$ cat src/rtl/cal_pkg.sv
// Package for the add/logic/shift execution datapath subset.
// Assumes an 8-bit CPU core with a byte-wide system bus.
package cal_pkg;
  localparam int  CAL_DATA_W     = 8;
  localparam int  CAL_ADDR_W     = 16;
  // Flag positions in the condition flags register
  localparam int  CAL_FLAG_V     = 7;
  localparam int  CAL_FLAG_H     = 4;
  localparam int  CAL_FLAG_I     = 3;
  localparam int  CAL_FLAG_N     = 2;
  localparam int  CAL_FLAG_Z     = 1;
  localparam int  CAL_FLAG_C     = 0;
  // Reset values
  localparam logic [7:0]  CAL_FLAGS_RST = 8'h68;
  localparam logic [7:0]  CAL_BYTE_RST  = 8'h00;
  localparam logic [15:0] CAL_SP_RST    = 16'h00FF;
  localparam logic [15:0] CAL_WORD_RST  = 16'h0000;
  // Opcodes
  localparam logic [7:0]  CAL_OP_PREFIX = 8'h9E;
  localparam logic [7:0]  CAL_OP_ADC_IMM = 8'hA9;
  localparam logic [7:0]  CAL_OP_ADD_IMM = 8'hAB;
  localparam logic [7:0]  CAL_OP_AND_IMM = 8'hA4;
  localparam logic [7:0]  CAL_OP_SP_ADJ  = 8'hA7;
  localparam logic [7:0]  CAL_OP_IX_ADJ  = 8'hAF;
  localparam logic [7:0]  CAL_OP_ASL_DIR = 8'h38;
  localparam logic [7:0]  CAL_OP_ASL_A   = 8'h48;
  localparam logic [7:0]  CAL_OP_ASL_X   = 8'h58;
  localparam logic [7:0]  CAL_OP_ASL_IX1 = 8'h68;
  localparam logic [7:0]  CAL_OP_ASL_IX  = 8'h78;
  localparam logic [7:0]  CAL_OP_ASR_DIR = 8'h37;
  localparam logic [7:0]  CAL_OP_ASR_A   = 8'h47;
  localparam logic [7:0]  CAL_OP_ASR_X   = 8'h57;
  localparam logic [7:0]  CAL_OP_ASR_IX1 = 8'h67;
  localparam logic [7:0]  CAL_OP_ASR_IX  = 8'h77;
  // Low nibbles of the arithmetic group opcodes, then high nibbles of the stack forms
  localparam logic [3:0]  CAL_LO_ADC = 4'h9;
  localparam logic [3:0]  CAL_LO_ADD = 4'hB;
  localparam logic [3:0]  CAL_LO_AND = 4'h4;
  localparam logic [3:0]  CAL_HI_SP2 = 4'hD;
  localparam logic [3:0]  CAL_HI_SP1 = 4'hE;

  typedef enum logic [2:0]
  {
    CAL_ALU_NONE,
    CAL_ALU_ADC,
    CAL_ALU_ADD,
    CAL_ALU_AND,
    CAL_ALU_ASL,
    CAL_ALU_ASR
  } cal_alu_e;

  // Bus cycle codes
  typedef enum logic [1:0]
  {
    CAL_CYC_P,
    CAL_CYC_R,
    CAL_CYC_W,
    CAL_CYC_F
  } cal_cyc_e;
endpackage

$ cat src/rtl/cal_alu_if.sv
// Carrier between the sequencer and the arithmetic unit.
// Assumes both ends share one clock.
`timescale 1ns/1ps
interface cal_alu_if;
  import cal_pkg::*;
  cal_alu_e    op;
  logic [7:0]  a;
  logic [7:0]  m;
  logic [7:0]  flags_in;
  logic [7:0]  result;
  logic [7:0]  flags_out;
  modport seq (output op, output a, output m, output flags_in, input result, input flags_out);
  modport alu (input op, input a, input m, input flags_in, output result, output flags_out);
endinterface

$ cat src/rtl/cal_alu.sv
// Combinational add, AND and shift unit with flag generation.
// Assumes the caller holds operands stable for the cycle.
`timescale 1ns/1ps
module cal_alu
  import cal_pkg::*;
(
  cal_alu_if.alu  alu
);
  import cal_pkg::*;

  logic [8:0] sum;
  logic [7:0] r;
  logic [7:0] f;
  logic       cin;

  always_comb
  begin
    f   = alu.flags_in;
    r   = alu.a;
    cin = (alu.op == CAL_ALU_ADC) ? alu.flags_in[CAL_FLAG_C] : 1'b0;
    sum = {1'b0, alu.a} + {1'b0, alu.m} + {8'h00, cin};
    unique case (alu.op)
      CAL_ALU_ADC, CAL_ALU_ADD:
      begin
        r = sum[7:0];
        f[CAL_FLAG_V] = (alu.a[7] & alu.m[7] & ~r[7]) | (~alu.a[7] & ~alu.m[7] & r[7]);
        f[CAL_FLAG_H] = (alu.a[3] & alu.m[3]) | (alu.m[3] & ~r[3]) | (~r[3] & alu.a[3]);
        f[CAL_FLAG_C] = sum[8];
      end
      CAL_ALU_AND:
      begin
        r = alu.a & alu.m;
        f[CAL_FLAG_V] = 1'b0;
      end
      CAL_ALU_ASL:
      begin
        r = {alu.m[6:0], 1'b0};
        f[CAL_FLAG_C] = alu.m[7];
        f[CAL_FLAG_V] = r[7] ^ alu.m[7];
      end
      CAL_ALU_ASR:
      begin
        r = {alu.m[7], alu.m[7:1]};
        f[CAL_FLAG_C] = alu.m[0];
        f[CAL_FLAG_V] = r[7] ^ alu.m[0];
      end
      default:
      begin
        r = alu.a;
      end
    endcase
    if (alu.op != CAL_ALU_NONE)
    begin
      f[CAL_FLAG_N] = r[7];
      f[CAL_FLAG_Z] = (r == 8'h00);
    end
    alu.result    = r;
    alu.flags_out = f;
  end
endmodule

$ cat src/rtl/cal_core.sv
// Execution sequencer for add, AND, shift and pointer adjust.
// Assumes a byte bus answering reads in the same cycle.
`timescale 1ns/1ps

// Notes on behaviour
// - Adc adds accumulator, operand and carry
// - Add puts operand plus accumulator
// - Adds set overflow on signed overflow
// - Adds set half carry from bit 3
// - N is bit 7, Z if zero
// - Adds set carry from bit 7
// - Stack adjust adds sign-extended immediate
// - Index adjust adds sign-extended immediate
// - Adjust instructions leave flags untouched
// - And result, overflow cleared, H/C kept
// - Shift left, zero in, carry from b7
// - Shift left overflow is R7 xor b7
// - Shift right keeps sign, carry b0
// - Shift right overflow is R7 xor b0
// - Bus cycles coded p, r, w, f
module cal_core
  import cal_pkg::*;
(
  input  wire logic                   sys_clk,
  input  wire logic                   sys_rst,
  output logic [CAL_ADDR_W-1:0]       bus_addr,
  output logic [CAL_DATA_W-1:0]       bus_wdata,
  input  wire logic [CAL_DATA_W-1:0]  bus_rdata,
  output logic                        bus_rd,
  output logic                        bus_wr,
  output cal_pkg::cal_cyc_e           bus_cycle,
  output logic [CAL_DATA_W-1:0]       accum,
  output logic [CAL_DATA_W-1:0]       xreg,
  output logic [CAL_DATA_W-1:0]       hreg,
  output logic [CAL_ADDR_W-1:0]       stack_ptr,
  output logic [CAL_ADDR_W-1:0]       prog_ctr,
  output logic [CAL_DATA_W-1:0]       condition_flags_reg,
  output logic                        illegal_op
);
  import cal_pkg::*;

  typedef enum
  {
    CAL_FETCH,
    CAL_PREFIX,
    CAL_OPND,
    CAL_OFS2,
    CAL_READ,
    CAL_FREE,
    CAL_WRITE
  } cal_state_e;

  cal_state_e    state;
  logic [7:0]    opcode;
  logic          pfx;
  logic [15:0]   ea;
  logic [7:0]    operand;
  logic [7:0]    rmw_res;
  logic [15:0]   hx;
  cal_alu_if     aif ();

  cal_alu u_alu
  (
    .alu (aif)
  );

  function automatic logic [15:0] cal_sext(input logic [7:0] v);
    return {{8{v[7]}}, v};
  endfunction

  function automatic cal_alu_e cal_decode(input logic [7:0] op);
    cal_alu_e k;
    k = CAL_ALU_NONE;
    if (op[7:4] >= 4'hA)
    begin
      unique case (op[3:0])
        CAL_LO_ADC: k = CAL_ALU_ADC;
        CAL_LO_ADD: k = CAL_ALU_ADD;
        CAL_LO_AND: k = CAL_ALU_AND;
        default:    k = CAL_ALU_NONE;
      endcase
    end
    else if (op[7:4] >= 4'h3 && op[7:4] <= 4'h7)
    begin
      if (op[3:0] == 4'h8)
        k = CAL_ALU_ASL;
      else if (op[3:0] == 4'h7)
        k = CAL_ALU_ASR;
    end
    return k;
  endfunction

  assign hx = {hreg, xreg};

  logic       inh;
  logic       adj;
  cal_alu_e   kind;
  assign kind = cal_decode(opcode);
  assign inh  = (opcode[7:4] == 4'h4) || (opcode[7:4] == 4'h5);
  assign adj  = (opcode == CAL_OP_SP_ADJ) || (opcode == CAL_OP_IX_ADJ);

  // Bus strobes per state
  // cycle code per state
  always_comb
  begin
    bus_rd    = 1'b0;
    bus_wr    = 1'b0;
    bus_addr  = prog_ctr;
    bus_wdata = rmw_res;
    bus_cycle = CAL_CYC_P;
    unique case (state)
      CAL_FETCH, CAL_PREFIX, CAL_OPND, CAL_OFS2:
      begin
        bus_rd = 1'b1;
      end
      CAL_READ:
      begin
        bus_rd    = 1'b1;
        bus_addr  = ea;
        bus_cycle = CAL_CYC_R;
      end
      CAL_FREE:
      begin
        bus_cycle = CAL_CYC_F;
      end
      CAL_WRITE:
      begin
        bus_wr    = 1'b1;
        bus_addr  = ea;
        bus_cycle = CAL_CYC_W;
      end
    endcase
  end

  // Alu feeds: shifts work on the fetched operand or A/X
  always_comb
  begin
    aif.op       = kind;
    aif.a        = accum;
    aif.flags_in = condition_flags_reg;
    aif.m        = operand;
    if (kind == CAL_ALU_ASL || kind == CAL_ALU_ASR)
    begin
      if (opcode[7:4] == 4'h4)
        aif.m = accum;
      else if (opcode[7:4] == 4'h5)
        aif.m = xreg;
    end
  end

  logic [7:0] byte_in;
  assign byte_in = (state == CAL_READ) ? bus_rdata : operand;

  always_ff @(posedge sys_clk or posedge sys_rst)
  begin
    if (sys_rst)
    begin
      state               <= CAL_FETCH;
      opcode              <= CAL_BYTE_RST;
      pfx                 <= 1'b0;
      ea                  <= CAL_WORD_RST;
      operand             <= CAL_BYTE_RST;
      rmw_res             <= CAL_BYTE_RST;
      prog_ctr            <= CAL_WORD_RST;
      accum               <= CAL_BYTE_RST;
      xreg                <= CAL_BYTE_RST;
      hreg                <= CAL_BYTE_RST;
      stack_ptr           <= CAL_SP_RST;
      condition_flags_reg <= CAL_FLAGS_RST;
      illegal_op          <= 1'b0;
    end
    else
    begin
      unique case (state)
        CAL_FETCH:
        begin
          prog_ctr <= prog_ctr + 16'h0001;
          pfx      <= 1'b0;
          illegal_op <= 1'b0;
          if (bus_rdata == CAL_OP_PREFIX)
            state <= CAL_PREFIX;
          else
          begin
            opcode <= bus_rdata;
            if (cal_decode(bus_rdata) == CAL_ALU_NONE && bus_rdata != CAL_OP_SP_ADJ
                && bus_rdata != CAL_OP_IX_ADJ)
              illegal_op <= 1'b1;
            else if (bus_rdata[7:4] == 4'h4 || bus_rdata[7:4] == 4'h5)
            begin
              opcode <= bus_rdata;
              state  <= CAL_FREE;
            end
            else if (bus_rdata[7:4] == 4'h7 || bus_rdata[7:4] == 4'hF)
            begin
              ea    <= hx;
              state <= CAL_READ;
            end
            else
              state <= CAL_OPND;
          end
        end
        CAL_PREFIX:
        begin
          prog_ctr <= prog_ctr + 16'h0001;
          opcode   <= bus_rdata;
          pfx      <= 1'b1;
          if (cal_decode(bus_rdata) == CAL_ALU_NONE ||
              !(bus_rdata[7:4] == CAL_HI_SP1 || bus_rdata[7:4] == CAL_HI_SP2 || bus_rdata[7:4] == 4'h6))
          begin
            illegal_op <= 1'b1;
            state      <= CAL_FETCH;
          end
          else
            state <= CAL_OPND;
        end
        CAL_OPND:
        begin
          prog_ctr <= prog_ctr + 16'h0001;
          operand  <= bus_rdata;
          unique case (opcode[7:4])
            4'hA:
            begin
              state <= CAL_FREE;
              ea    <= CAL_WORD_RST;
            end
            4'hB, 4'h3:
            begin
              ea    <= {8'h00, bus_rdata};
              state <= CAL_READ;
            end
            4'hE, 4'h6:
            begin
              ea    <= (pfx ? stack_ptr : hx) + {8'h00, bus_rdata};
              state <= CAL_READ;
            end
            default:
            begin
              ea    <= {bus_rdata, 8'h00};
              state <= CAL_OFS2;
            end
          endcase
        end
        CAL_OFS2:
        begin
          prog_ctr <= prog_ctr + 16'h0001;
          if (opcode[7:4] == 4'hC)
            ea <= {ea[15:8], bus_rdata};
          else
            ea <= (pfx ? stack_ptr : hx) + {ea[15:8], bus_rdata};
          state <= CAL_READ;
        end
        CAL_READ:
        begin
          operand <= bus_rdata;
          state   <= CAL_FREE;
        end
        CAL_FREE:
        begin
          state <= CAL_FETCH;
          if (opcode == CAL_OP_SP_ADJ)
            stack_ptr <= stack_ptr + cal_sext(operand);
          else if (opcode == CAL_OP_IX_ADJ)
            {hreg, xreg} <= hx + cal_sext(operand);
          else
          begin
            condition_flags_reg <= aif.flags_out;
            if (kind == CAL_ALU_ASL || kind == CAL_ALU_ASR)
            begin
              if (opcode[7:4] == 4'h4)
                accum <= aif.result;
              else if (opcode[7:4] == 4'h5)
                xreg <= aif.result;
              else
              begin
                rmw_res <= aif.result;
                state   <= CAL_WRITE;
              end
            end
            else
              accum <= aif.result;
          end
        end
        CAL_WRITE:
        begin
          state <= CAL_FETCH;
        end
      endcase
    end
  end

  logic unused_ok;
  assign unused_ok = inh ^ adj ^ byte_in[0];
endmodule

$ cat config.mk
export PLATFORM = sky130hd
export DESIGN_NAME = cal_core
export DESIGN_NICKNAME = d
export VERILOG_FILES = /design/src/rtl/cal_pkg.sv /design/src/rtl/cal_alu_if.sv /design/src/rtl/cal_alu.sv /design/src/rtl/cal_core.sv
export SDC_FILE = /design/constraint.sdc
export NUM_CORES = 1
export LEC_CHECK = 0
export BUFFER_PORTS_ARGS = -buffer_cell sky130_fd_sc_hd__buf_2
export CAP_MARGIN = 20
export CORE_MARGIN = 8
export CORE_UTILIZATION = 42
export CTS_CLUSTER_DIAMETER = 60
export DETAILED_ROUTE_END_ITERATION = 8
export GPL_TIMING_DRIVEN = 0
export HOLD_SLACK_MARGIN = 0.12
export MAX_ROUTING_LAYER = met4
export PLACE_DENSITY = 0.71
export SETUP_SLACK_MARGIN = 0.02
export SYNTH_ARGS = -nofsm -noshare
export SYNTH_HDL_FRONTEND = slang
export SYNTH_SLANG_ARGS = --single-unit
$ cat constraint.sdc
create_clock -name sys_clk -period 3.9 [get_ports sys_clk]
set_clock_uncertainty 0.2 [all_clocks]
set_input_delay 0.195 -clock sys_clk [delete_from_list [all_inputs] [get_ports sys_clk]]
set_output_delay 0.195 -clock sys_clk [all_outputs]
set_load 0.1 [all_outputs]
# == After elaboration in Yosys (flattened, before gate mapping) ==
# Cells that the tools add are included.
# Widths: inputs -> output; s select.
# totals
output_inout_bits,93
rom_bits,0
latchBits,0
in_bits,10
word_cells,201
memories,0
ram_bits,0
register_bits,135
# op_classes
shifts,0
mux,57
n_mul,0
magnitude_cmp,6
n_reduce_logical,43
addsub,7
eq_ne,50
div_mod_pow,0
bitwise,21
# op_table
op,n
$pmux 32 s7,1
$mux 16,7
$eq 32x3->1 const B,3
$pmux 16 s3,2
$mux 8,10
$eq 32x2->1 const B,2
$mux 32,2
$mux 3,18
$eq 4x4->1 const B,13
$add 16x16->16,3
$eq 4x3->1 const B,11
$eq 32x1->1 const B,1
$logic_not 32->1,1
$pmux 8 s4,1
$eq 8x8->1 const B,3
$reduce_and 4->1,5
$pmux 2 s3,3
$add 16x1->16 const B,1
$add 16x8->16,1
$ne 8x8->1 const B,2
$pmux 8 s2,1
$ne 2x2->1 const B,7
$reduce_and 6->1,2
$reduce_and 5->1,2
other kinds (35),82

# == Longest topological paths before layout ==
# Gate-level depths: netlist of the first run.
# logic_depth
depth_word,15
mapped_depth,16

# == Cells and area by module ==
# Synthesis of the first run repeated with hierarchy kept, for this count alone.
# unflattened
hier_cells,1011
area_unflattened_um2,9018.6
# by_module_without_submodules
mod,n_inst,area_per_inst_um2,cells_per_inst
cal_core,1,7991.4,868
cal_alu,1,1027.2,143

# == Worst setup path before layout of the first run ==
# Ideal clock, no wire load.
# synth_path
kind,flip-flop to flip-flop
from,register opcode[0]
to,register condition_flags_reg[1]
required_time_ns,3.578
path_buffers,0
path_stages_with_launch,16
arrival_time_ns,3.735
setup_time_ns,0.122
path_slack_ns,-0.156
synth_period_minus_slack_ns,4.056
cell_sequence,dfrtp_1 -> or2_2 -> nor4_1 -> nor2_1 -> nand2_1 -> o21ai_0 -> fa_1 -> inv_1 -> fa_1 -> nor2b_1 -> o21a_1 -> o211a_1 -> o21a_1 -> o311ai_0 -> a211oi_2 -> a22o_1
# synth_via
elab_chain_cells,12
word_cells_on_any_way,30
classes_between,add/sub: 2; eq/ne: 12; mux: 8; bitwise: 3; reduce/logical: 5
# synth_lines
element,line,rtl
start: declaration,cal_core.sv:54,logic [7:0] opcode;
start signal: assignment,cal_core.sv:184,opcode <= bus_rdata;
start signal: assignment,cal_core.sv:190,opcode <= bus_rdata;
start signal: assignment,cal_core.sv:205,opcode <= bus_rdata;
$eq 4x3->1,cal_core.sv:87,else if (op[3:0] == 4'h7)
$mux 3,cal_core.sv:87,
$mux 3,cal_core.sv:85,if (op[3:0] == 4'h8)
$mux 3,cal_core.sv:83,else if (op[7:4] >= 4'h3 && op[7:4] <= 4'h7)
$mux 3,cal_core.sv:74,if (op[7:4] >= 4'hA)
$eq 3x3->1,"cal_alu.sv:22, cal_core.sv:142",
$logic_or 1x1->1,cal_core.sv:142,if (kind == CAL_ALU_ASL || kind == CAL_ALU_ASR)
$mux 8,cal_core.sv:142,
$add 8x8->9,cal_alu.sv:21,"sum = {1'b0, alu.a} + {1'b0, alu.m} + {8'h00, cin};"
$add 9x1->9,cal_alu.sv:21,
$pmux 8 s4,cal_alu.sv:22,unique case (alu.op)
$logic_not 8->1,cal_alu.sv:55,f[CAL_FLAG_Z] = (r == 8'h00);
end signal: assignment,cal_core.sv:266,condition_flags_reg <= aif.flags_out;
end: declaration,cal_core.sv:37,"output logic [CAL_DATA_W-1:0] condition_flags_reg,"
# Several ways; a longest one is shown, not always the timed one.
# A chain may end at the register's enable or synchronous reset.

# == Worst setup path after layout of the first run ==
# layout_path
from,register opcode[4]
to,register condition_flags_reg[1]
# layout_via
elab_chain_cells,11
word_cells_on_any_way,30
classes_between,add/sub: 2; order compare: 3; eq/ne: 9; mux: 7; bitwise: 3; reduce/logical: 6
# layout_lines
element,line
$ge 4x2->1 / $le 4x3->1 (equally long branches),cal_core.sv:83
$logic_and 1x1->1,cal_core.sv:83
$mux 3,cal_core.sv:83
$mux 3,cal_core.sv:74
$eq 3x3->1,"cal_alu.sv:22, cal_core.sv:142"
$logic_or 1x1->1,cal_core.sv:142
$mux 8,cal_core.sv:142
$add 8x8->9,cal_alu.sv:21
$add 9x1->9,cal_alu.sv:21
$pmux 8 s4,cal_alu.sv:22
$logic_not 8->1,cal_alu.sv:55
# Several ways; a longest one is shown, not always the timed one.

==> run summary, run 1 <==
Outcome: finished clean
Ant diodes: 0
Unrepaired setup endpoints after global routing: true
Crit path largest cell delay: 0.38 ns
Crit end category: flop
Leak: 4.636 nW
Max Fclk: 262.6 MHz
Crit path buffers/inverters: 3
Async SR Flop Fraction: 1.000
Clk root buf: clkbuf_16
Slew @ Worst Pin: 0.8677 ns
CTS tree: yes
Die Wd: 160.0 microns
Synthesized cell area: 0.008715 sq mm
Post-synth EDFFs: 0
Worst reg2reg path endpoint: condition_flags_reg[1]
Post-route DRC: 0
Via Count: 8245
Crit path DAT: 3.91 ns
Sink Count: 106
Hold path start: bus_rdata[1]
I/O pin count: 103
Synthesized instance count: 981
Seq/Total Area, Yosys: 0.3055
Grt ovf: 0
Pre-Repair DR Iteration Count: 5
Worst min path class: in -> reg
Final Power: 7.334 mW
WS Path Type: reg -> reg
Reg-to-Reg Start: opcode[4]
Core region area: 0.02030 sq mm
DP HPWL: 20080 microns
ANT nets after route: 0
Largest net degree at the start of global routing: 70
Drt wl/cell: 19.32 microns
Crit-path cells: buf_6, buf_6, mux2_2, mux2i_2, o21ai_1, fa_2, inv_1, fa_2, nor2b_1, o21a_1, or3_1, a31oi_1, mux2i_2, nor4_2, a22o_1
Initial antenna violation count: 0
Vias in the first global route: 7832
Pwr Density: 724.5 mW/mm^2
Setup Viol. Count Final: 0
Final WL: 26700 microns
GRT Resource Usage Total: 0.2089
Final net count: 1178
Cell variety after synth: 82
Most frequent cells in the layout: 107 x buf_2, 93 x dfrtp_1, 83 x nand2_1
Post-Place Cells: 1353
CP Launch Type: flop
Reg clk slew, reported paths: 0.08 ns
Crit path time final: 3.807 ns
Reg2Reg Depth: 15
Pins over their slew limit: 0
Worst-path fanout max: 10
Top Family by Delay on Critical Path: multiplexers
CTS Buf Count: 9
Die outline height: 160.0 microns
Post-Layout Cell Count: 1382
Via-per-instance ratio: 5.966
First-pass GRT wire length: 42550 microns
Post-synth top flop: dfrtp_1
#FFs+latches synth: 106
Max Cap Viol: 0
Min Hold Slack: 0.1577 ns
Area grow syn2layout: 16.15%
Clock buffer depth: 2
CP max stage cell: fa_2
Syn Area/Cell: 8.883 sq um
VDD IR-drop max: 386.9 uV
Htree depth: 3
Number of port buffers: 99
WHS Path Cells: 4
Core Rows: 52
Clk Latency, worst-skew pair: 0.37 ns
Ys Warns: 0
Full die area: 0.02561 sq mm
Placement Cell Area: 0.009589 sq mm
Initial Util: 0.4293
Slew headroom: 0.4215
Fin crit share: 0.9763
Commonest non-fill, non-tap cell in the layout: buf_2
Hold Fails Final Rpt: 0
Largest registers: ea (16), prog_ctr (16), stack_ptr (16)
Reg2reg setup slack: 0.09 ns
WHS Endpoint: operand[1]
Final cell area excluding filler cells: 0.01012 sq mm
DR iter-0 viols: 877
Share of cells above drive strength 1: 0.2419
Gpl congestion: 0.9521
Worst Path Required: 4.00 ns
==> power by group <==
group / internal (mW) / switching [mW] / total, mW
logic: 1.44 / 3.17 / 4.61
clock network: 0.472 / 0.434 / 0.907
registers: 1.39 / 0.429 / 1.82
==> kinds of logic after synthesis <==
family                     share of synthesized area
AOI/OAI and AO/OA                             0.2000
xor gates and xnor gates                     0.05025
DFF                                           0.3055
and+or+nand+nor                               0.1963
other                                      0.0004303
muxes                                         0.1150
adders and majority gates                    0.09275
buffers and inverters                        0.03977
==> worst min-delay path: stages <==
cell and delay, ns:
buf_2 0.13, buf_2 0.19, nand2_1 0.07, o21ai_0 0.08
==> per-layer routing <==
layer | vias to the layer above | global-route usage | part of all wire
met3 | 58 | 0.03753 | 0.070
met5 | - | - | 0
met2 | 331 | 0.3163 | 0.44
met1 | 3938 | 0.2767 | 0.46
met4 | 0 | 0.07137 | 0.027
li1 | 3918 | - | -
==> synthesized netlist by cell type (15+ instances only) <==
library cell	count	share of area
nand3_1	32	0.018
o21ai_0	61	0.035
dfrtp_1	98	0.28
a21o_1	17	0.015
clkbuf_1	29	0.012
ha_1	55	0.079
mux2i_1	15	0.017
inv_1	34	0.015
nor3_1	30	0.017
nand2_1	84	0.036
a21oi_1	50	0.029
mux2_2	72	0.093
xnor2_1	29	0.029
a31oi_1	16	0.011
a211oi_1	18	0.016
xor2_1	21	0.021
nor2_1	69	0.030
==> layout make-up <==
class / instances / area, sq um
Inverter: 35 / 133.9
Tap cell: 270 / 337.8
Buffer: 46 / 225.2
Sequential cell: 106 / 2669
Clock inverter: 3 / 22.52
Clock buffer: 13 / 260.3
Multi-Input combinational cell: 795 / 5851
Fill cell: 1931 / 10180
Timing Repair Buffer: 114 / 623.1
==> how the worst max path moves through the flow <==
stage,from,to,cells after the start
global placement,sys_rst,xreg[0],2
CTS,opcode[7],condition_flags_reg[1],14
global route,opcode[2],condition_flags_reg[1],15
detailed placement,opcode[4],condition_flags_reg[1],15
floorplan,opcode[6],condition_flags_reg[1],15
finish,opcode[4],condition_flags_reg[1],15
==> stage by stage <==
step                      setup slack (ns)    util  TNS (ns)
final                              0.09262  0.4986         0
after global routing              -0.05846  0.4986   -0.1219
after CTS                          0.06115  0.4922         0
after detailed placement           -0.5486  0.4724    -6.663
after global placement              -1.023  0.4713    -71.98
after floorplan                     0.1430       -         0
==> what timing repair did <==
item / in CTS / in global routing
setup endpoints to repair: 30 / 18
endpoints found under the hold margin: 63 / 0
resized for setup: 25 / 19
hold buffers: 1 / 0
pin swaps: 5 / 9
buffers inserted: 3 / 10
No activity file was read; power rests on OpenSTA's default activity.
==> inputs of run 2 (changes only) <==
--- a/config.mk
+++ b/config.mk
@@ -7,14 +7,16 @@
 export LEC_CHECK = 0
 export BUFFER_PORTS_ARGS = -buffer_cell sky130_fd_sc_hd__buf_2
 export CAP_MARGIN = 20
+export CELL_PAD_IN_SITES_DETAIL_PLACEMENT = 0
+export CELL_PAD_IN_SITES_GLOBAL_PLACEMENT = 1
 export CORE_MARGIN = 8
-export CORE_UTILIZATION = 42
+export CORE_UTILIZATION = 41
 export CTS_CLUSTER_DIAMETER = 60
 export DETAILED_ROUTE_END_ITERATION = 8
 export GPL_TIMING_DRIVEN = 0
 export HOLD_SLACK_MARGIN = 0.12
 export MAX_ROUTING_LAYER = met4
-export PLACE_DENSITY = 0.71
+export PLACE_DENSITY = 0.85
 export SETUP_SLACK_MARGIN = 0.02
 export SYNTH_ARGS = -nofsm -noshare
 export SYNTH_HDL_FRONTEND = slang
==> run 2 against run 1 <==
Compared with the run above: core utilization fell by 1.5 points; sequential power about the same; worst setup slack improved by 0.038 ns; combinational power barely moved; first-iteration DRC count decreased by 28%; wire length rose by 0.40%; worst hold slack improved by 0.031 ns; via count shrank 1.9%; largest power group unchanged.
==> run summary, run 2 (same netlist as run 1, synthesis figures left out) <==
Worst Path Required: 3.92 ns (was 4.00 ns)
Crit path DAT: 3.79 ns (was 3.91 ns)
Crit path largest cell delay: 0.46 ns (was 0.38 ns)
Core region area: 0.02096 sq mm (was 0.02030 sq mm)
Post-Place Cells: 1358 (was 1353)
Clock buffer depth: 2 (unchanged)
Sink Count: 106 (unchanged)
Metal2 WL: 11990 microns (was 11790 microns)
Worst-path fanout max: 19 (was 10)
Gpl congestion: 0.9211 (was 0.9521)
CTS Buf Count: 9 (unchanged)
CP max stage cell: fa_1 (was fa_2)
Post-route DRC: 0 (unchanged)
Fin util: 0.4840 (was 0.4986)
Routed met3 length: 1637 microns (was 1879 microns)
Wire length on met1: 12570 microns (was 12300 microns)
Pre-Repair DR Iteration Count: 6 (was 5)
Reg2reg setup slack: 0.13 ns (was 0.09 ns)
CP Launch Type: flop (unchanged)
Setup Viol. Count Final: 0 (unchanged)
Largest net degree at the start of global routing: 64 (was 70)
Final net count: 1174 (was 1178)
Clk Latency, worst-skew pair: 0.36 ns (was 0.37 ns)
WS Path Type: reg -> reg (unchanged)
Post-Layout Cell Count: 1383 (was 1382)
Largest registers: ea (16), prog_ctr (16), stack_ptr (16) (unchanged)
Fin crit share: 0.9666 (was 0.9763)
Die Wd: 161.8 microns (was 160.0 microns)
Unrepaired setup endpoints after global routing: true (unchanged)
VDD IR-drop max: 533.7 uV (was 386.9 uV)
Placement Cell Area: 0.009603 sq mm (was 0.009589 sq mm)
Final cell area excluding filler cells: 0.01014 sq mm (was 0.01012 sq mm)
Crit path time final: 3.770 ns (was 3.807 ns)
Crit-path cells: buf_4, mux2_2, ha_1, fa_1, a211oi_2, o21ai_0, a31oi_2, nor3_1, xor2_1, a222oi_1, a31oi_1 (was buf_6, buf_6, mux2_2, mux2i_2, o21ai_1, fa_2, inv_1, fa_2, nor2b_1, o21a_1, or3_1, a31oi_1, mux2i_2, nor4_2, a22o_1)
DP HPWL: 20370 microns (was 20080 microns)
Via Count: 8085 (was 8245)
Commonest non-fill, non-tap cell in the layout: buf_2 (unchanged)
Final WL: 26810 microns (was 26700 microns)
Number of port buffers: 99 (unchanged)
Max Cap Viol: 0 (unchanged)
ANT nets after route: 0 (unchanged)
Full die area: 0.02618 sq mm (was 0.02561 sq mm)
Reg clk slew, reported paths: 0.08 ns (about the same)
Top layer used by detailed routing: met4 (unchanged)
First-pass GRT wire length: 42550 microns (about the same)
Via-per-instance ratio: 5.846 (was 5.966)
Outcome: finished clean (unchanged)
Worst min path class: in -> reg (unchanged)
I/O pin count: 103 (unchanged)
Initial antenna violation count: 0 (unchanged)
Slew headroom: 0.4257 (was 0.4215)
Most frequent cells in the layout: 107 x buf_2, 92 x dfrtp_1, 83 x nand2_1 (was 107 x buf_2, 93 x dfrtp_1, 83 x nand2_1)
Grt ovf: 0 (unchanged)
Drt wl/cell: 19.38 microns (was 19.32 microns)
Clk root buf: clkbuf_16 (unchanged)
# fillers: 2070 (was 1931)
Core Rows: 53 (was 52)
Area grow syn2layout: 16.38% (was 16.15%)
Max Fclk: 265.3 MHz (was 262.6 MHz)
Pins over their slew limit: 0 (unchanged)
Ant diodes: 0 (unchanged)
DR iter-0 viols: 628 (was 877)
Hold Fails Final Rpt: 0 (unchanged)
CTS tree: yes (unchanged)
Leak: 4.636 nW (about the same)
Pwr Density: 724.2 mW/mm^2 (was 724.5 mW/mm^2)
Die outline height: 161.8 microns (was 160.0 microns)
Vias in the first global route: 7676 (was 7832)
Share of cells above drive strength 1: 0.2455 (was 0.2419)
Slew @ Worst Pin: 0.8615 ns (was 0.8677 ns)
Htree depth: 3 (unchanged)
GRT Resource Usage Total: 0.2075 (was 0.2089)
Crit end category: flop (unchanged)
Initial Util: 0.4159 (was 0.4293)
## run 2: cell types whose count changed in the layout (fill, tap and decap cells not counted), moves of 2 or more
cell	delta
clkbuf_1	-2
o21ai_0	+4
o21ai_1	-7
o21ai_2	+3
clkinv_2	+2
buf_4	-2
## run 2: stage by stage
| stage | worst slack, ns | TNS (ns) | total power [mW] | hold WS [ns] |
|---|---|---|---|---|
| 3_3_place_gp | -1.105 | -79.49 | 6.148 | 0.2730 |
| 6_report | 0.1305 | 0 | 7.345 | 0.1887 |
| 5_1_grt | 0.007642 | 0 | 7.821 | 0.1988 |
| 3_5_place_dp | -0.5377 | -7.188 | 6.195 | 0.2391 |
| 4_1_cts | -0.02811 | -0.02811 | 7.235 | 0.1695 |
| 2_1_floorplan | 0.1430 | 0 | 5.285 | 0.2869 |
## run 2: metal layers
layer  track usage  up-vias
li1              -     3894
met1        0.2782     3905
met2        0.3153      249
met3       0.03442       37
met4       0.06524        0
met5             -        -
## run 2: timing repair
| action | CTS | global route |
|---|---|---|
| hold buffers | 1 | 0 |
| pin swaps | 2 | 6 |
| endpoints found under the hold margin | 62 | 0 |
| setup endpoints to repair | 29 | 21 |
| buffers inserted | 1 | 9 |
| resized for setup | 20 | 26 |
## run 2: critical path, delay by kind of cell (launching register included)
family	cells	cell delay (ns)
AO/OA/AOI/OAI	5	1.49
adder cells (fa/ha/maj)	2	0.68
multiplexers	1	0.37
flip-flops	1	0.35
buffers and inverters	1	0.25
XOR/XNOR	1	0.16
AND/OR/NAND/NOR	1	0.12
## run 2: path summary, 6_finish.rpt
path                              start                endpoint  cells after the start
max                                 pfx                  ea[12]                     11
min                        bus_rdata[1]              operand[1]                      4
max reg2reg                         pfx                  ea[12]                     11
min reg2reg                prog_ctr[15]            prog_ctr[15]                      1
max in group asynchronous       sys_rst            stack_ptr[3]                      4
min in group asynchronous       sys_rst  condition_flags_reg[2]                      3
## run 2: cell type report
cell class | count | area (sq um) | share of cell area
multi-input cells | 795 | 5866 | 0.5783
flip-flops and latches | 106 | 2670 | 0.2633
repair buffers | 111 | 608.1 | 0.05996
well taps | 275 | 344.1 | 0.03393
clock buffers | 11 | 242.7 | 0.02393
plain buffers | 45 | 224.0 | 0.02208
inverters | 35 | 133.9 | 0.01320
clock inverters | 5 | 53.80 | 0.005305
## run 2: power by group
group / internal [mW] / switching (mW)
logic: 1.44 / 3.15
registers: 1.39 / 0.432
clock network: 0.514 / 0.424
total: 3.34 / 4.00
==> inputs of run 3 (changes only) <==
--- a/config.mk
+++ b/config.mk
@@ -16,7 +16,7 @@
 export GPL_TIMING_DRIVEN = 0
 export HOLD_SLACK_MARGIN = 0.12
 export MAX_ROUTING_LAYER = met4
-export PLACE_DENSITY = 0.85
+export PLACE_DENSITY_LB_ADDON = 0.1
 export SETUP_SLACK_MARGIN = 0.02
 export SYNTH_ARGS = -nofsm -noshare
 export SYNTH_HDL_FRONTEND = slang
==> run 3 against run 2 <==
Compared with the run above: sequential power about the same; first-iteration DRC count increased by 0.32%; core utilization increased by 0.27 points; fmax increased by 0.62%; critical path type unchanged; non-clock buffer count increased by 10; power increased by 0.37%; cell area increased by 0.57%; sequential share of layout area decreased by 0.17 points; combinational power increased by 2%; clock-buffer cell count increased by 2; via count decreased by 0.93%.
==> run summary, run 3 (same netlist as run 1, synthesis figures left out) <==
Clock buffer depth: 2 (unchanged)
Reg clk slew, reported paths: 0.08 ns (about the same)
Final net count: 1184 (was 1174)
Number of port buffers: 99 (unchanged)
Pwr Density: 722.8 mW/mm^2 (was 724.2 mW/mm^2)
Die outline height: 161.8 microns (unchanged)
Full die area: 0.02618 sq mm (unchanged)
Htree depth: 3 (unchanged)
Drt wl/cell: 20.14 microns (was 19.38 microns)
Initial Util: 0.4159 (unchanged)
Worst Path Required: 3.95 ns (was 3.92 ns)
Final cell area excluding filler cells: 0.01020 sq mm (was 0.01014 sq mm)
Unrepaired setup endpoints after global routing: false (was true)
Via-per-instance ratio: 5.746 (was 5.846)
CTS Buf Count: 9 (unchanged)
Crit-path cells: nand2b_4, nor4_4, nor2_4, nand2_1, o21ai_2, fa_2, inv_1, fa_2, nor2b_1, o21a_1, o211a_1, o21a_1, o311ai_4, a211oi_2, a22o_1 (was buf_4, mux2_2, ha_1, fa_1, a211oi_2, o21ai_0, a31oi_2, nor3_1, xor2_1, a222oi_1, a31oi_1)
Initial antenna violation count: 1 (was 0)
Commonest non-fill, non-tap cell in the layout: buf_2 (unchanged)
Pint: 3.312 mW (was 3.344 mW)
Clock network power share: 0.118 (was 0.128)
Core region area: 0.02096 sq mm (unchanged)
Sequential share of power: 0.245 (was 0.248)
Sw power: 4.060 mW (was 4.001 mW)
Leak: 4.665 nW (was 4.636 nW)
# fillers: 2100 (was 2070)
Gate power share: 0.637 (was 0.624)
Outcome: finished clean (unchanged)
Slew @ Worst Pin: 0.7994 ns (was 0.8615 ns)
Most frequent cells in the layout: 107 x buf_2, 94 x dfrtp_1, 83 x nand2_1 (was 107 x buf_2, 92 x dfrtp_1, 83 x nand2_1)
Setup Viol. Count Final: 0 (unchanged)
VDD IR-drop max: 364.3 uV (was 533.7 uV)
Pins over their slew limit: 0 (unchanged)
Crit path time final: 3.746 ns (was 3.770 ns)
Fin crit share: 0.9606 (was 0.9666)
Crit path DAT: 3.80 ns (was 3.79 ns)
Area grow syn2layout: 17.04% (was 16.38%)
Crit end category: flop (unchanged)
Hold Fails Final Rpt: 0 (unchanged)
Share of cells above drive strength 1: 0.2496 (was 0.2455)
Slew headroom: 0.4622 (was 0.4257)
WS Path Type: reg -> reg (unchanged)
Grt ovf: 0 (unchanged)
Clk Latency, worst-skew pair: 0.36 ns (about the same)
Crit path largest cell delay: 0.53 ns (was 0.46 ns)
GRT Resource Usage Total: 0.2155 (was 0.2075)
Via Count: 8010 (was 8085)
Die Wd: 161.8 microns (unchanged)
Fin util: 0.4867 (was 0.4840)
DP HPWL: 21480 microns (was 20370 microns)
Placement Cell Area: 0.009603 sq mm (unchanged)
Largest net degree at the start of global routing: 67 (was 64)
Reg2reg setup slack: 0.15 ns (was 0.13 ns)
Switching Share: 0.5507 (was 0.5448)
DR iter-0 viols: 630 (was 628)
Pre-Repair DR Iteration Count: 5 (was 6)
Largest registers: ea (16), prog_ctr (16), stack_ptr (16) (unchanged)
Worst min path class: in -> reg (unchanged)
Gpl congestion: 0.9143 (was 0.9211)
Worst-path fanout max: 8 (was 19)
Clk root buf: clkbuf_16 (unchanged)
CP max stage cell: dfrtp_1 (was fa_1)
CP Launch Type: flop (unchanged)
Core Rows: 53 (unchanged)
Max Fclk: 266.9 MHz (was 265.3 MHz)
I/O pin count: 103 (unchanged)
CTS tree: yes (unchanged)
Max Cap Viol: 0 (unchanged)
Vias in the first global route: 7508 (was 7676)
Final WL: 28080 microns (was 26810 microns)
First-pass GRT wire length: 43720 microns (was 42550 microns)
Sink Count: 106 (unchanged)
ANT nets after route: 0 (unchanged)
Post-route DRC: 0 (unchanged)
-- run 3: cell count changes in the layout (fill, tap and decap cells not counted), moves of 2 or more --
| cell | previous run | this run |
|---|---|---|
| buf_4 | 17 | 25 |
| clkbuf_1 | 27 | 30 |
| clkinv_2 | 3 | 1 |
| clkinvlp_4 | 0 | 2 |
| dfrtp_1 | 92 | 94 |
| dfrtp_2 | 6 | 4 |
-- run 3: layer usage --
metal / up-vias / track usage / part of all wire
met5: - / - / 0
met4: 0 / 0.04630 / 0.013
met3: 30 / 0.03569 / 0.054
met2: 214 / 0.3222 / 0.44
met1: 3856 / 0.3012 / 0.50
li1: 3910 / - / -
-- run 3: critical path: cells and delay by family (launching register included) --
kind,cells,cell delay (ns)
buffers and inverters,1,0.08
adders and majority gates,2,0.59
and+or+nand+nor,5,0.82
AOI/OAI and AO/OA,7,1.43
DFF,1,0.53
-- run 3: worst paths after layout --
check                                        from                     end  cells past startpoint
max                                     opcode[3]  condition_flags_reg[1]                     15
min                                  bus_rdata[0]                   ea[0]                      4
max reg2reg                             opcode[3]  condition_flags_reg[1]                     15
min reg2reg                condition_flags_reg[2]  condition_flags_reg[2]                      2
max in group asynchronous                 sys_rst            stack_ptr[5]                      4
min in group asynchronous                 sys_rst                state[1]                      3
-- run 3: layout make-up --
class                   instances  area [sq um]  share of cell area
clock inverters                 3         20.02            0.001963
well taps                     275         344.1             0.03373
inverters                      35         133.9             0.01313
flip-flops and latches        106          2668              0.2615
diodes                          1         2.502           0.0002453
repair buffers                121         686.9             0.06735
multi-input cells             795          5883              0.5768
plain buffers                  45         221.5             0.02171
clock buffers                  13         240.2             0.02355
-- run 3: repair_timing --
item / 4_1_cts / 5_1_grt
hold endpoints to repair: 40 / 0
setup endpoints to repair: 31 / 23
buffers inserted: 4 / 16
resized for setup: 19 / 29
pin swaps: 5 / 11
hold buffers: 1 / 0
-- run 3: per-stage QoR --
| stage | std cells | TNS, ns | hold slack, ns | power, mW | setup slack, ns |
|---|---|---|---|---|---|
| final | 1394 | 0 | 0.1768 | 7.373 | 0.1538 |
| after global routing | 1394 | 0 | 0.1746 | 7.853 | 0.002809 |
| after CTS | 1378 | -0.04305 | 0.1546 | 7.234 | -0.04305 |
| after detailed placement | 1358 | -7.871 | 0.09610 | 6.245 | -0.6485 |
| after global placement | 1357 | -88.65 | 0.2675 | 6.225 | -1.199 |
| after floorplan | 983 | 0 | 0.2869 | 5.285 | 0.1430 |
-- run 3: power groups by stage --
stage / registers, mW / logic [mW] / clock network [mW]
2_1_floorplan: 2.33 / 2.96 / 0
3_3_place_gp: 1.81 / 4.41 / 0
3_5_place_dp: 1.81 / 4.43 / 0
4_1_cts: 1.80 / 4.54 / 0.895
5_1_grt: 1.86 / 5.06 / 0.937
6_report: 1.81 / 4.69 / 0.868
